--- src/shared/synth_ctrl_pkg.sv ---
package synth_ctrl_pkg;

   // ***********************************************************
   // Serial word and latch selection
   // ***********************************************************
   localparam int WORD_W = 32;
   localparam int SEL_W = 3;
   localparam int NUM_LATCH = 6;
   localparam logic [2:0] SEL_L0 = 3'h0;
   localparam logic [2:0] SEL_L1 = 3'h1;
   localparam logic [2:0] SEL_L2 = 3'h2;
   localparam logic [2:0] SEL_L4 = 3'h4;
   localparam logic [2:0] SEL_LAST = 3'h5;
   localparam logic [31:0] LATCH_RST = 32'h0;

   // ***********************************************************
   // Field positions
   // ***********************************************************
   localparam int FRAC_LSB = 3;
   localparam int INT_LSB = 15;
   localparam int MOD_LSB = 3;
   localparam int PHASE_LSB = 15;
   localparam int PRESC_BIT = 27;
   localparam int CRST_BIT = 3;
   localparam int CP3_BIT = 4;
   localparam int PD_BIT = 5;
   localparam int LDF_BIT = 8;
   localparam int CPCUR_LSB = 9;
   localparam int DBUF_BIT = 13;
   localparam int RCNT_LSB = 14;
   localparam int RHALF_BIT = 24;
   localparam int RDBL_BIT = 25;
   localparam int MUX_LSB = 26;
   localparam int OPWR_LSB = 3;
   localparam int RFEN_BIT = 5;
   localparam int APWR_LSB = 6;
   localparam int AEN_BIT = 8;
   localparam int ASEL_BIT = 9;
   localparam int MUTE_UNTIL_LOCKED_BIT = 10;
   localparam int VCOPD_BIT = 11;
   localparam int BSDIV_LSB = 12;
   localparam int DIVSEL_LSB = 20;
   localparam int FBSEL_BIT = 23;

   // ***********************************************************
   // Pin indices and counts
   // ***********************************************************
   localparam int NUM_PINS = 8;
   localparam int PIN_SCLK = 0;
   localparam int PIN_SDATA = 1;
   localparam int PIN_LOAD = 2;
   localparam int PIN_REF = 3;
   localparam int PIN_CE = 4;
   localparam int PIN_MUTE = 5;
   localparam int PIN_FB = 6;
   localparam int PIN_LOCK = 7;
   localparam int BAND_CYCLES = 10;

   localparam logic [2:0] MUX_LOW = 3'h0;
   localparam logic [2:0] MUX_HIGH = 3'h1;
   localparam logic [2:0] MUX_RDIV = 3'h3;
   localparam logic [2:0] MUX_NDIV = 3'h4;
   localparam logic [2:0] MUX_ALOCK = 3'h5;
   localparam logic [2:0] MUX_DLOCK = 3'h6;

   typedef enum logic [1:0] {BS_IDLE = 2'b01, BS_RUN = 2'b10} bs_state_t;

   typedef struct packed {
      logic [15:0] int_value;
      logic [11:0] frac_value;
      logic [11:0] fraction_modulus;
      logic [11:0] phase_value;
      logic prescaler_89;
      logic [9:0] r_count;
      logic ref_doubler;
      logic ref_halve;
      logic [3:0] cp_current;
      logic lock_detect_function;
      logic double_buffer_divsel;
      logic power_down;
      logic cp_tristate;
      logic counter_reset;
      logic [2:0] mux_select;
      logic [2:0] divider_select;
      logic feedback_source_select;
      logic [7:0] band_select_clock_div;
      logic vco_power_down;
      logic mute_until_locked;
      logic aux_select;
      logic aux_enable;
      logic [1:0] aux_power;
      logic rf_enable;
      logic [1:0] output_power;
   } synth_cfg_t;

endpackage

--- src/synth_serial_program_control.sv ---
`timescale 1ns/1ps
module synth_serial_program_control
   import synth_ctrl_pkg::*;
#(
   parameter int BAND_CYCLE_COUNT = BAND_CYCLES
)
(
   input wire logic clk,
   input wire logic resetn,
   input wire logic serial_clock,
   input wire logic serial_data,
   input wire logic load_strobe,
   input wire logic reference_input,
   input wire logic chip_enable,
   input wire logic output_mute_pin,
   input wire logic feedback_pulse,
   input wire logic lock_detect_in,
   output synth_cfg_t cfg,
   output logic integer_mode,
   output logic pfd_tick,
   output logic band_select_busy,
   output logic tune_hold,
   output logic device_powered,
   output logic cp_three_state,
   output logic rf_out_on,
   output logic aux_out_on,
   output logic lock_indicator_pin,
   output logic test_mux_output
);

   // The band cycle counter is four bits wide.
   if (BAND_CYCLE_COUNT < 1 || BAND_CYCLE_COUNT > 15)
   begin : bad_band_cycle_count
      $error("BAND_CYCLE_COUNT must lie between 1 and 15.");
   end

   // ***********************************************************
   // State
   // ***********************************************************
   typedef struct packed {
      logic [NUM_PINS-1:0] sync1;
      logic [NUM_PINS-1:0] sync2;
      logic [NUM_PINS-1:0] sync3;
      logic [NUM_PINS-1:0] filt;
      logic [WORD_W-1:0] shift;
      logic [NUM_LATCH-1:0][WORD_W-1:0] latch;
      logic [11:0] buf_mod;
      logic [11:0] buf_phase;
      logic [9:0] buf_rcnt;
      logic buf_dbl;
      logic buf_half;
      logic [3:0] buf_cp;
      logic [2:0] buf_divsel;
      synth_cfg_t cfg;
      logic [9:0] ref_cnt;
      logic half_tgl;
      logic tick;
      logic [7:0] bs_cnt;
      logic [3:0] band_cnt;
      bs_state_t bs;
      logic powered;
      logic cp3;
      logic rf_on;
      logic aux_on;
      logic intn;
      logic lock;
      logic mux;
   } st_t;

   st_t s_r;
   st_t s_nxt;

   logic [NUM_PINS-1:0] pins;
   logic [NUM_PINS-1:0] rise;
   logic [NUM_PINS-1:0] fall;
   logic [2:0] sel;
   logic commit;
   logic ref_ev;
   logic rdiv_ev;
   logic [9:0] r_max;
   logic [7:0] bs_max;
   logic start_bs;

   assign pins = {lock_detect_in, feedback_pulse, output_mute_pin, chip_enable,
                  reference_input, load_strobe, serial_data, serial_clock};

   // ***********************************************************
   // Next state
   // ***********************************************************
   always_comb
   begin
      s_nxt = s_r;
      rise = '0;
      fall = '0;
      s_nxt.sync1 = pins;
      s_nxt.sync2 = s_r.sync1;
      s_nxt.sync3 = s_r.sync2;
      // A pin level is accepted only once the second and third stages agree.
      for (int i = 0; i < NUM_PINS; i++)
      begin
         if (s_r.sync2[i] == s_r.sync3[i])
         begin
            s_nxt.filt[i] = s_r.sync3[i];
            rise[i] = s_r.sync3[i] & ~s_r.filt[i];
            fall[i] = ~s_r.sync3[i] & s_r.filt[i];
         end
      end

      if (rise[PIN_SCLK])
      begin
         s_nxt.shift = {s_r.shift[WORD_W-2:0], s_nxt.filt[PIN_SDATA]};
      end

      sel = s_r.shift[SEL_W-1:0];
      commit = 1'b0;
      if (rise[PIN_LOAD] && sel <= SEL_LAST)
      begin
         s_nxt.latch[sel] = s_r.shift;
         commit = (sel == SEL_L0);
      end

      if (commit)
      begin
         s_nxt.buf_mod = s_r.latch[SEL_L1][MOD_LSB +: 12];
         s_nxt.buf_phase = s_r.latch[SEL_L1][PHASE_LSB +: 12];
         s_nxt.buf_rcnt = s_r.latch[SEL_L2][RCNT_LSB +: 10];
         s_nxt.buf_dbl = s_r.latch[SEL_L2][RDBL_BIT];
         s_nxt.buf_half = s_r.latch[SEL_L2][RHALF_BIT];
         s_nxt.buf_cp = s_r.latch[SEL_L2][CPCUR_LSB +: 4];
         s_nxt.buf_divsel = s_r.latch[SEL_L4][DIVSEL_LSB +: 3];
      end

      s_nxt.cfg.int_value = s_nxt.latch[SEL_L0][INT_LSB +: 16];
      s_nxt.cfg.frac_value = s_nxt.latch[SEL_L0][FRAC_LSB +: 12];
      s_nxt.cfg.fraction_modulus = s_nxt.buf_mod;
      s_nxt.cfg.phase_value = s_nxt.buf_phase;
      s_nxt.cfg.prescaler_89 = s_nxt.latch[SEL_L1][PRESC_BIT];
      s_nxt.cfg.r_count = s_nxt.buf_rcnt;
      s_nxt.cfg.ref_doubler = s_nxt.buf_dbl;
      s_nxt.cfg.ref_halve = s_nxt.buf_half;
      s_nxt.cfg.cp_current = s_nxt.buf_cp;
      s_nxt.cfg.lock_detect_function = s_nxt.latch[SEL_L2][LDF_BIT];
      s_nxt.cfg.double_buffer_divsel = s_nxt.latch[SEL_L2][DBUF_BIT];
      s_nxt.cfg.power_down = s_nxt.latch[SEL_L2][PD_BIT];
      s_nxt.cfg.cp_tristate = s_nxt.latch[SEL_L2][CP3_BIT];
      s_nxt.cfg.counter_reset = s_nxt.latch[SEL_L2][CRST_BIT];
      s_nxt.cfg.mux_select = s_nxt.latch[SEL_L2][MUX_LSB +: 3];
      s_nxt.cfg.divider_select = s_nxt.cfg.double_buffer_divsel ?
                                 s_nxt.buf_divsel :
                                 s_nxt.latch[SEL_L4][DIVSEL_LSB +: 3];
      s_nxt.cfg.feedback_source_select = s_nxt.latch[SEL_L4][FBSEL_BIT];
      s_nxt.cfg.band_select_clock_div = s_nxt.latch[SEL_L4][BSDIV_LSB +: 8];
      s_nxt.cfg.vco_power_down = s_nxt.latch[SEL_L4][VCOPD_BIT];
      s_nxt.cfg.mute_until_locked = s_nxt.latch[SEL_L4][MUTE_UNTIL_LOCKED_BIT];
      s_nxt.cfg.aux_select = s_nxt.latch[SEL_L4][ASEL_BIT];
      s_nxt.cfg.aux_enable = s_nxt.latch[SEL_L4][AEN_BIT];
      s_nxt.cfg.aux_power = s_nxt.latch[SEL_L4][APWR_LSB +: 2];
      s_nxt.cfg.rf_enable = s_nxt.latch[SEL_L4][RFEN_BIT];
      s_nxt.cfg.output_power = s_nxt.latch[SEL_L4][OPWR_LSB +: 2];

      // Reference path: doubler counts both edges, halving drops every other output.
      s_nxt.powered = s_nxt.filt[PIN_CE] & ~s_nxt.cfg.power_down;
      ref_ev = rise[PIN_REF] | (s_r.cfg.ref_doubler & fall[PIN_REF]);
      r_max = (s_r.cfg.r_count == 10'h000) ? 10'h001 : s_r.cfg.r_count;
      rdiv_ev = 1'b0;
      s_nxt.tick = 1'b0;
      if (!s_r.powered || s_r.cfg.counter_reset)
      begin
         s_nxt.ref_cnt = '0;
         s_nxt.half_tgl = 1'b0;
      end
      else if (ref_ev)
      begin
         if (s_r.ref_cnt >= r_max - 10'h001)
         begin
            s_nxt.ref_cnt = '0;
            rdiv_ev = 1'b1;
         end
         else
         begin
            s_nxt.ref_cnt = s_r.ref_cnt + 10'h001;
         end
      end
      if (rdiv_ev)
      begin
         s_nxt.half_tgl = ~s_r.half_tgl;
         s_nxt.tick = ~s_r.cfg.ref_halve | s_r.half_tgl;
      end

      // Band selection runs from reset, chip enable rise and each latch 0 write.
      start_bs = commit | rise[PIN_CE];
      bs_max = (s_r.cfg.band_select_clock_div == 8'h00) ? 8'h01 :
               s_r.cfg.band_select_clock_div;
      case (s_r.bs)
         BS_IDLE:
         begin
            if (start_bs)
            begin
               s_nxt.bs = BS_RUN;
               s_nxt.bs_cnt = '0;
               s_nxt.band_cnt = '0;
            end
         end
         BS_RUN:
         begin
            if (start_bs)
            begin
               s_nxt.bs_cnt = '0;
               s_nxt.band_cnt = '0;
            end
            else if (s_r.tick)
            begin
               if (s_r.bs_cnt >= bs_max - 8'h01)
               begin
                  s_nxt.bs_cnt = '0;
                  s_nxt.band_cnt = s_r.band_cnt + 4'h1;
                  if (s_r.band_cnt == 4'(BAND_CYCLE_COUNT - 1))
                  begin
                     s_nxt.bs = BS_IDLE;
                  end
               end
               else
               begin
                  s_nxt.bs_cnt = s_r.bs_cnt + 8'h01;
               end
            end
         end
         default:
         begin
            s_nxt.bs = BS_IDLE;
         end
      endcase

      // Output controls.
      s_nxt.lock = s_nxt.filt[PIN_LOCK];
      s_nxt.cp3 = ~s_nxt.powered | s_nxt.cfg.cp_tristate;
      s_nxt.intn = (s_nxt.cfg.frac_value == 12'h000) &
                   s_nxt.cfg.lock_detect_function;
      s_nxt.rf_on = s_nxt.powered & s_nxt.filt[PIN_MUTE] & s_nxt.cfg.rf_enable &
                    ~s_nxt.cfg.vco_power_down &
                    ~(s_nxt.cfg.mute_until_locked & ~s_nxt.lock);
      s_nxt.aux_on = s_nxt.powered & s_nxt.filt[PIN_MUTE] & s_nxt.cfg.aux_enable &
                     ~s_nxt.cfg.vco_power_down &
                     ~(s_nxt.cfg.mute_until_locked & ~s_nxt.lock);
      case (s_nxt.cfg.mux_select)
         MUX_LOW: s_nxt.mux = 1'b0;
         MUX_HIGH: s_nxt.mux = 1'b1;
         MUX_RDIV: s_nxt.mux = s_nxt.half_tgl;
         MUX_NDIV: s_nxt.mux = s_nxt.filt[PIN_FB];
         MUX_ALOCK: s_nxt.mux = s_nxt.lock;
         MUX_DLOCK: s_nxt.mux = s_nxt.lock;
         default: s_nxt.mux = 1'b0;
      endcase
   end

   always_ff @(posedge clk)
   begin
      if (!resetn)
      begin
         s_r <= '0;
         s_r.bs <= BS_RUN;
         s_r.cp3 <= 1'b1;
      end
      else
      begin
         s_r <= s_nxt;
      end
   end

   assign cfg = s_r.cfg;
   assign integer_mode = s_r.intn;
   assign pfd_tick = s_r.tick;
   assign band_select_busy = (s_r.bs == BS_RUN);
   assign tune_hold = (s_r.bs == BS_RUN);
   assign device_powered = s_r.powered;
   assign cp_three_state = s_r.cp3;
   assign rf_out_on = s_r.rf_on;
   assign aux_out_on = s_r.aux_on;
   assign lock_indicator_pin = s_r.lock;
   assign test_mux_output = s_r.mux;

   // ***********************************************************
   // Checks
   // ***********************************************************
   AST_SHIFT: assert property (@(posedge clk) disable iff (!resetn)
      rise[PIN_SCLK] |=> s_r.shift == {$past(s_r.shift[WORD_W-2:0]), $past(s_nxt.filt[PIN_SDATA])})
      else $error("Shift register did not take the data bit.");

   AST_LATCH_HOLD: assert property (@(posedge clk) disable iff (!resetn)
      !rise[PIN_LOAD] |=> $stable(s_r.latch))
      else $error("Latch changed without a load strobe.");

   AST_LATCH_ONE: assert property (@(posedge clk) disable iff (!resetn)
      rise[PIN_LOAD] && sel == SEL_L1 |=> s_r.latch[1] == $past(s_r.shift)
         && s_r.latch[2] == $past(s_r.latch[2]))
      else $error("Latch 1 load went wrong.");

   AST_UNDEF_CODE: assert property (@(posedge clk) disable iff (!resetn)
      rise[PIN_LOAD] && sel[2:1] == 2'b11 |=> $stable(s_r.latch))
      else $error("Undefined select code changed a latch.");

   AST_DBUF: assert property (@(posedge clk) disable iff (!resetn)
      !commit |=> $stable(s_r.cfg.fraction_modulus) && $stable(s_r.cfg.r_count))
      else $error("Buffered setting changed without latch 0 write.");

   AST_DIVSEL_NOW: assert property (@(posedge clk) disable iff (!resetn)
      rise[PIN_LOAD] && sel == SEL_L4 && !s_r.latch[2][DBUF_BIT]
      |=> s_r.cfg.divider_select == $past(s_r.shift[DIVSEL_LSB +: 3]))
      else $error("Divider select did not apply at once.");

   AST_INTN: assert property (@(posedge clk) disable iff (!resetn)
      integer_mode == (s_r.latch[0][FRAC_LSB +: 12] == 12'h000 && s_r.latch[2][LDF_BIT]))
      else $error("Integer mode flag wrong.");

   AST_BAND_START: assert property (@(posedge clk) disable iff (!resetn)
      commit |=> band_select_busy && s_r.band_cnt == 4'h0)
      else $error("Band selection did not restart on latch 0 write.");

   AST_MUTE_UNTIL_LOCKED: assert property (@(posedge clk) disable iff (!resetn)
      s_r.cfg.mute_until_locked && !lock_indicator_pin |-> !rf_out_on)
      else $error("Output on before lock with mute until locked.");

   AST_MUTE_PIN: assert property (@(posedge clk) disable iff (!resetn)
      !s_r.filt[PIN_MUTE] |-> !rf_out_on && !aux_out_on)
      else $error("Output on while mute pin low.");

   AST_CE: assert property (@(posedge clk) disable iff (!resetn)
      !s_r.filt[PIN_CE] |-> cp_three_state && !device_powered)
      else $error("Pump driven while chip enable low.");

endmodule

--- config.mk ---
export PLATFORM = sky130hd
export DESIGN_NAME = synth_serial_program_control
export DESIGN_NICKNAME = d
export VERILOG_FILES = /design/src/shared/synth_ctrl_pkg.sv /design/src/synth_serial_program_control.sv
export SDC_FILE = /design/constraint.sdc
export NUM_CORES = 1
export LEC_CHECK = 0
export ABC_AREA = 0
export BUFFER_PORTS_ARGS = -buffer_cell sky130_fd_sc_hd__buf_2
export CAP_MARGIN = 30
export CORE_MARGIN = 2
export CORE_UTILIZATION = 58
export DETAILED_ROUTE_END_ITERATION = 8
export PLACE_DENSITY = 0.79
export RECOVER_POWER = 50
export SLEW_MARGIN = 20
export SYNTH_ARGS = -nofsm -noshare
export SYNTH_HDL_FRONTEND = slang
export SYNTH_SLANG_ARGS = --single-unit
--- constraint.sdc ---
create_clock -name clk -period 3.37 [get_ports clk]
set_input_delay 0.674 -clock clk [delete_from_list [all_inputs] [get_ports clk]]
set_output_delay 0.674 -clock clk [all_outputs]
set_load 0.005 [all_outputs]
==> results.json <==
{
  "crit_type": "reg -> reg",
  "reg2reg_from": "s_r[317]",
  "rows": 47,
  "cp.required_ns": 3.77,
  "synth_nets": 1247,
  "dr.first_iter.drc_count": 685,
  "fin_crit_ns": 3.174,
  "grt_use_met1_pct": 32.55,
  "finalCritPeriodShare_pct": 94.20,
  "start_kind": "flip-flop",
  "wire_per_inst_um": 15.57,
  "timing.fmax_mhz": 315.0,
  "synth_cells": 1211,
  "p_per_area_nw_per_um2": 527.8,
  "portBuffers": 117,
  "fill_cells": 1421,
  "ys_types": 48,
  "antenna_found_initial": 0,
  "grtUsageMet2_pct": 39.99,
  "whs_ns": 0.3674,
  "ant_nets": 0,
  "synth_top_area_share_pct": 48.05,
  "vdd_drop_max_v": 0.0006435,
  "dr.pass1.iters": 5,
  "comb_power_share_pct": 1.2,
  "status": "complete, but fails checks",
  "tightest_slew_ns": 2.274,
  "synth_warnings": 0,
  "final-setup-viol-count": 0,
  "grtUsageMet3_pct": 3.566,
  "clock_path_buffers": 3,
  "final_layout_size_suffix_gt1_share_pct": 11.77,
  "synth.avg_cell_area_um2": 8.222,
  "cts_buffers": 24,
  "final_nets": 1250,
  "clk_latency_ns": 0.52,
  "grt_usage_pct": 24.32,
  "vias_per_cell": 5.435,
  "root_buffer": "clkbuf_16",
  "netSwitchingPower_w": 0.001159,
  "grt_pass1_vias": 7154,
  "fin_util_pct": 64.80,
  "die_h_um": 135.0,
  "skew_ns": 0.01303,
  "violations": "capacitance limit, slew limit",
  "grt_max_degree": 75,
  "clockPowerShare_pct": 49.0,
  "overflow": 0,
  "synth-edff-count": 0,
  "synth-main-ff-cell": "dfxtp_1",
  "finalInstanceArea_um2": 10820,
  "synth-seq-cells": 239,
  "design.core.area_um2": 16700,
  "drt-total-wl_um": 22610,
  "drv_cap": 2,
  "seq_power_share_pct": 49.8,
  "switching_share_pct": 20.29,
  "end_kind": "flip-flop",
  "crit_start": "s_r[317]",
  "crit_arrival_ns": 3.57,
  "placed_area_um2": 9990,
  "yosys.area.top_type": "dfxtp_1",
  "start_util_pct": 59.62,
  "clk_pin_slew_worst_paths_ns": 0.06,
  "p_leak_nw": 3.937,
  "cts_tree": "done",
  "final_max_slew_viol_count": 107,
  "place.gp.congestion": 0.8300,
  "hold_viol": 0,
  "hp-class": "in -> reg",
  "die-area_um2": 18230,
  "vias": 7892,
  "areaGrowthSynthToFinish_pct": 8.696,
  "antennaDiodeCount": 0,
  "cp_max_fo": 5,
  "die-width_um": 135.0,
  "hold_buffers": 0,
  "ys_async_sr_fraction_pct": 0,
  "yosys-top-cells-area": "dfxtp_1 48%, nand2_1 13%, a21oi_1 9.4%",
  "syn_area_um2": 9957,
  "htree_levels": 1,
  "drc": 0,
  "hpwl_um": 15140,
  "grt.busiest_layer": "met2",
  "ys_seq_area_share_pct": 48.05,
  "grt_pass1_wl_um": 35980,
  "clock_sinks": 239,
  "ioPinCount": 118,
  "total_power_w": 0.005712,
  "relSlewSlack_pct": -51.77,
  "hold_start": "reference_input",
  "p_int_w": 0.004554
}
==> worst max-delay path, stage by stage (launching register included) <==
cell      delay [ns]
dfxtp_2         0.34
or3_4           0.37
or4_4           0.43
nor2_2          0.13
nor2_1          0.08
ha_2            0.22
xnor2_1         0.13
ha_1            0.28
nand2_1         0.04
o21ai_0         0.22
a21oi_1         0.10
a211oi_1        0.34
mux2_2          0.38
==> layer usage <==
layer	part of all wire [%]	routed length, um	vias to the layer above
li1	-	-	3889
met1	43	9742	3700
met2	47	10580	241
met3	6.4	1455	62
met4	3.7	831	0
met5	0	0	-
==> kinds of logic after synthesis <==
group | synth area share [%]
AO/OA/AOI/OAI | 11.91
XOR/XNOR | 2.463
adder cells (fa/ha/maj) | 3.569
buffers and inverters | 10.35
flip-flops | 48.05
multiplexers | 1.634
AND/OR/NAND/NOR | 22.02
==> stage by stage <==
step,instances,worst slack (ns),setup TNS [ns]
after floorplan,1211,0.2786,0
after global placement,1406,0.2195,0
after detailed placement,1406,0.09308,0
after CTS,1450,0.09967,0
after global routing,1452,-0.01041,-0.01905
final,1452,0.1956,0
==> synth_stat cells, drive strengths merged (2+ instances only) <==
| master | instances |
|---|---|
| a21oi | 188 |
| nand4bb | 2 |
| nor2b | 2 |
| nand2 | 358 |
| maj3 | 3 |
| a21boi | 3 |
| nor3b | 3 |
| ha | 26 |
| or2 | 2 |
| xnor2 | 13 |
| dfxtp | 239 |
| and2 | 32 |
| and4b | 4 |
| clkbuf | 50 |
| nand2b | 3 |
| buf | 110 |
| mux2i | 14 |
| o21ai | 17 |
| nand4b | 6 |
| nor4 | 9 |
| a211oi | 3 |
| inv | 13 |
| nor2 | 50 |
| nand3b | 2 |
| nand4 | 8 |
| mux2 | 2 |
| nand3 | 11 |
| o2111a | 2 |
| or3 | 4 |
| xor2 | 15 |
| o21a | 2 |
| nor3 | 5 |
==> timing repair <==
item,4_1_cts,5_1_grt
endpoints found under the setup margin,0,27
buffers inserted,0,2
gates resized for setup,0,15
==> placed cells by master, fill, tap and decap left out, drive strengths merged, types with 11 or more instances in the layout <==
| master | count |
|---|---|
| clkbuf | 91 |
| dfxtp | 239 |
| and2 | 32 |
| nand2 | 358 |
| a21oi | 188 |
| buf | 78 |
| xnor2 | 13 |
| o21ai | 17 |
| inv | 13 |
| xor2 | 15 |
| mux2i | 14 |
| nand3 | 11 |
| nor2 | 50 |
| ha | 26 |
==> state kept, by name, summed over array words and instances, names as in the netlist <==
register,count
test_mux_output,1
s_nxt,16
rf_out_on,1
s_r,173
device_powered,1
pfd_tick,1
cfg,43
integer_mode,1
cp_three_state,1
aux_out_on,1
==> area by class of cell <==
type,instances,area (um2),area share [%]
sequential,239,4787,44.23
multi-input combinational,799,4202,38.82
clock buffer,32,701.9,6.486
timing repair buffer,137,655.6,6.058
tap,220,275.3,2.543
clock inverter,12,152.6,1.410
inverter,13,48.80,0.4509
==> worst paths after layout <==
kind                 to  slack, ns  cells after the start
max reg2reg      s_r[8]       0.20                     12
min          s_nxt[417]       0.37                      2
min reg2reg  s_nxt[407]       0.43                      1
max              s_r[8]       0.20                     12
==> power groups by stage <==
stage	clock network (W)	logic (W)	registers [W]
after floorplan	0	0.0000525	0.00290
after global placement	0	0.0000732	0.00291
after detailed placement	0	0.0000740	0.00291
after CTS	0.00282	0.0000745	0.00284
after global routing	0.00293	0.0000789	0.00284
final	0.00280	0.0000713	0.00284
No activity file was read; power rests on OpenSTA's default activity.
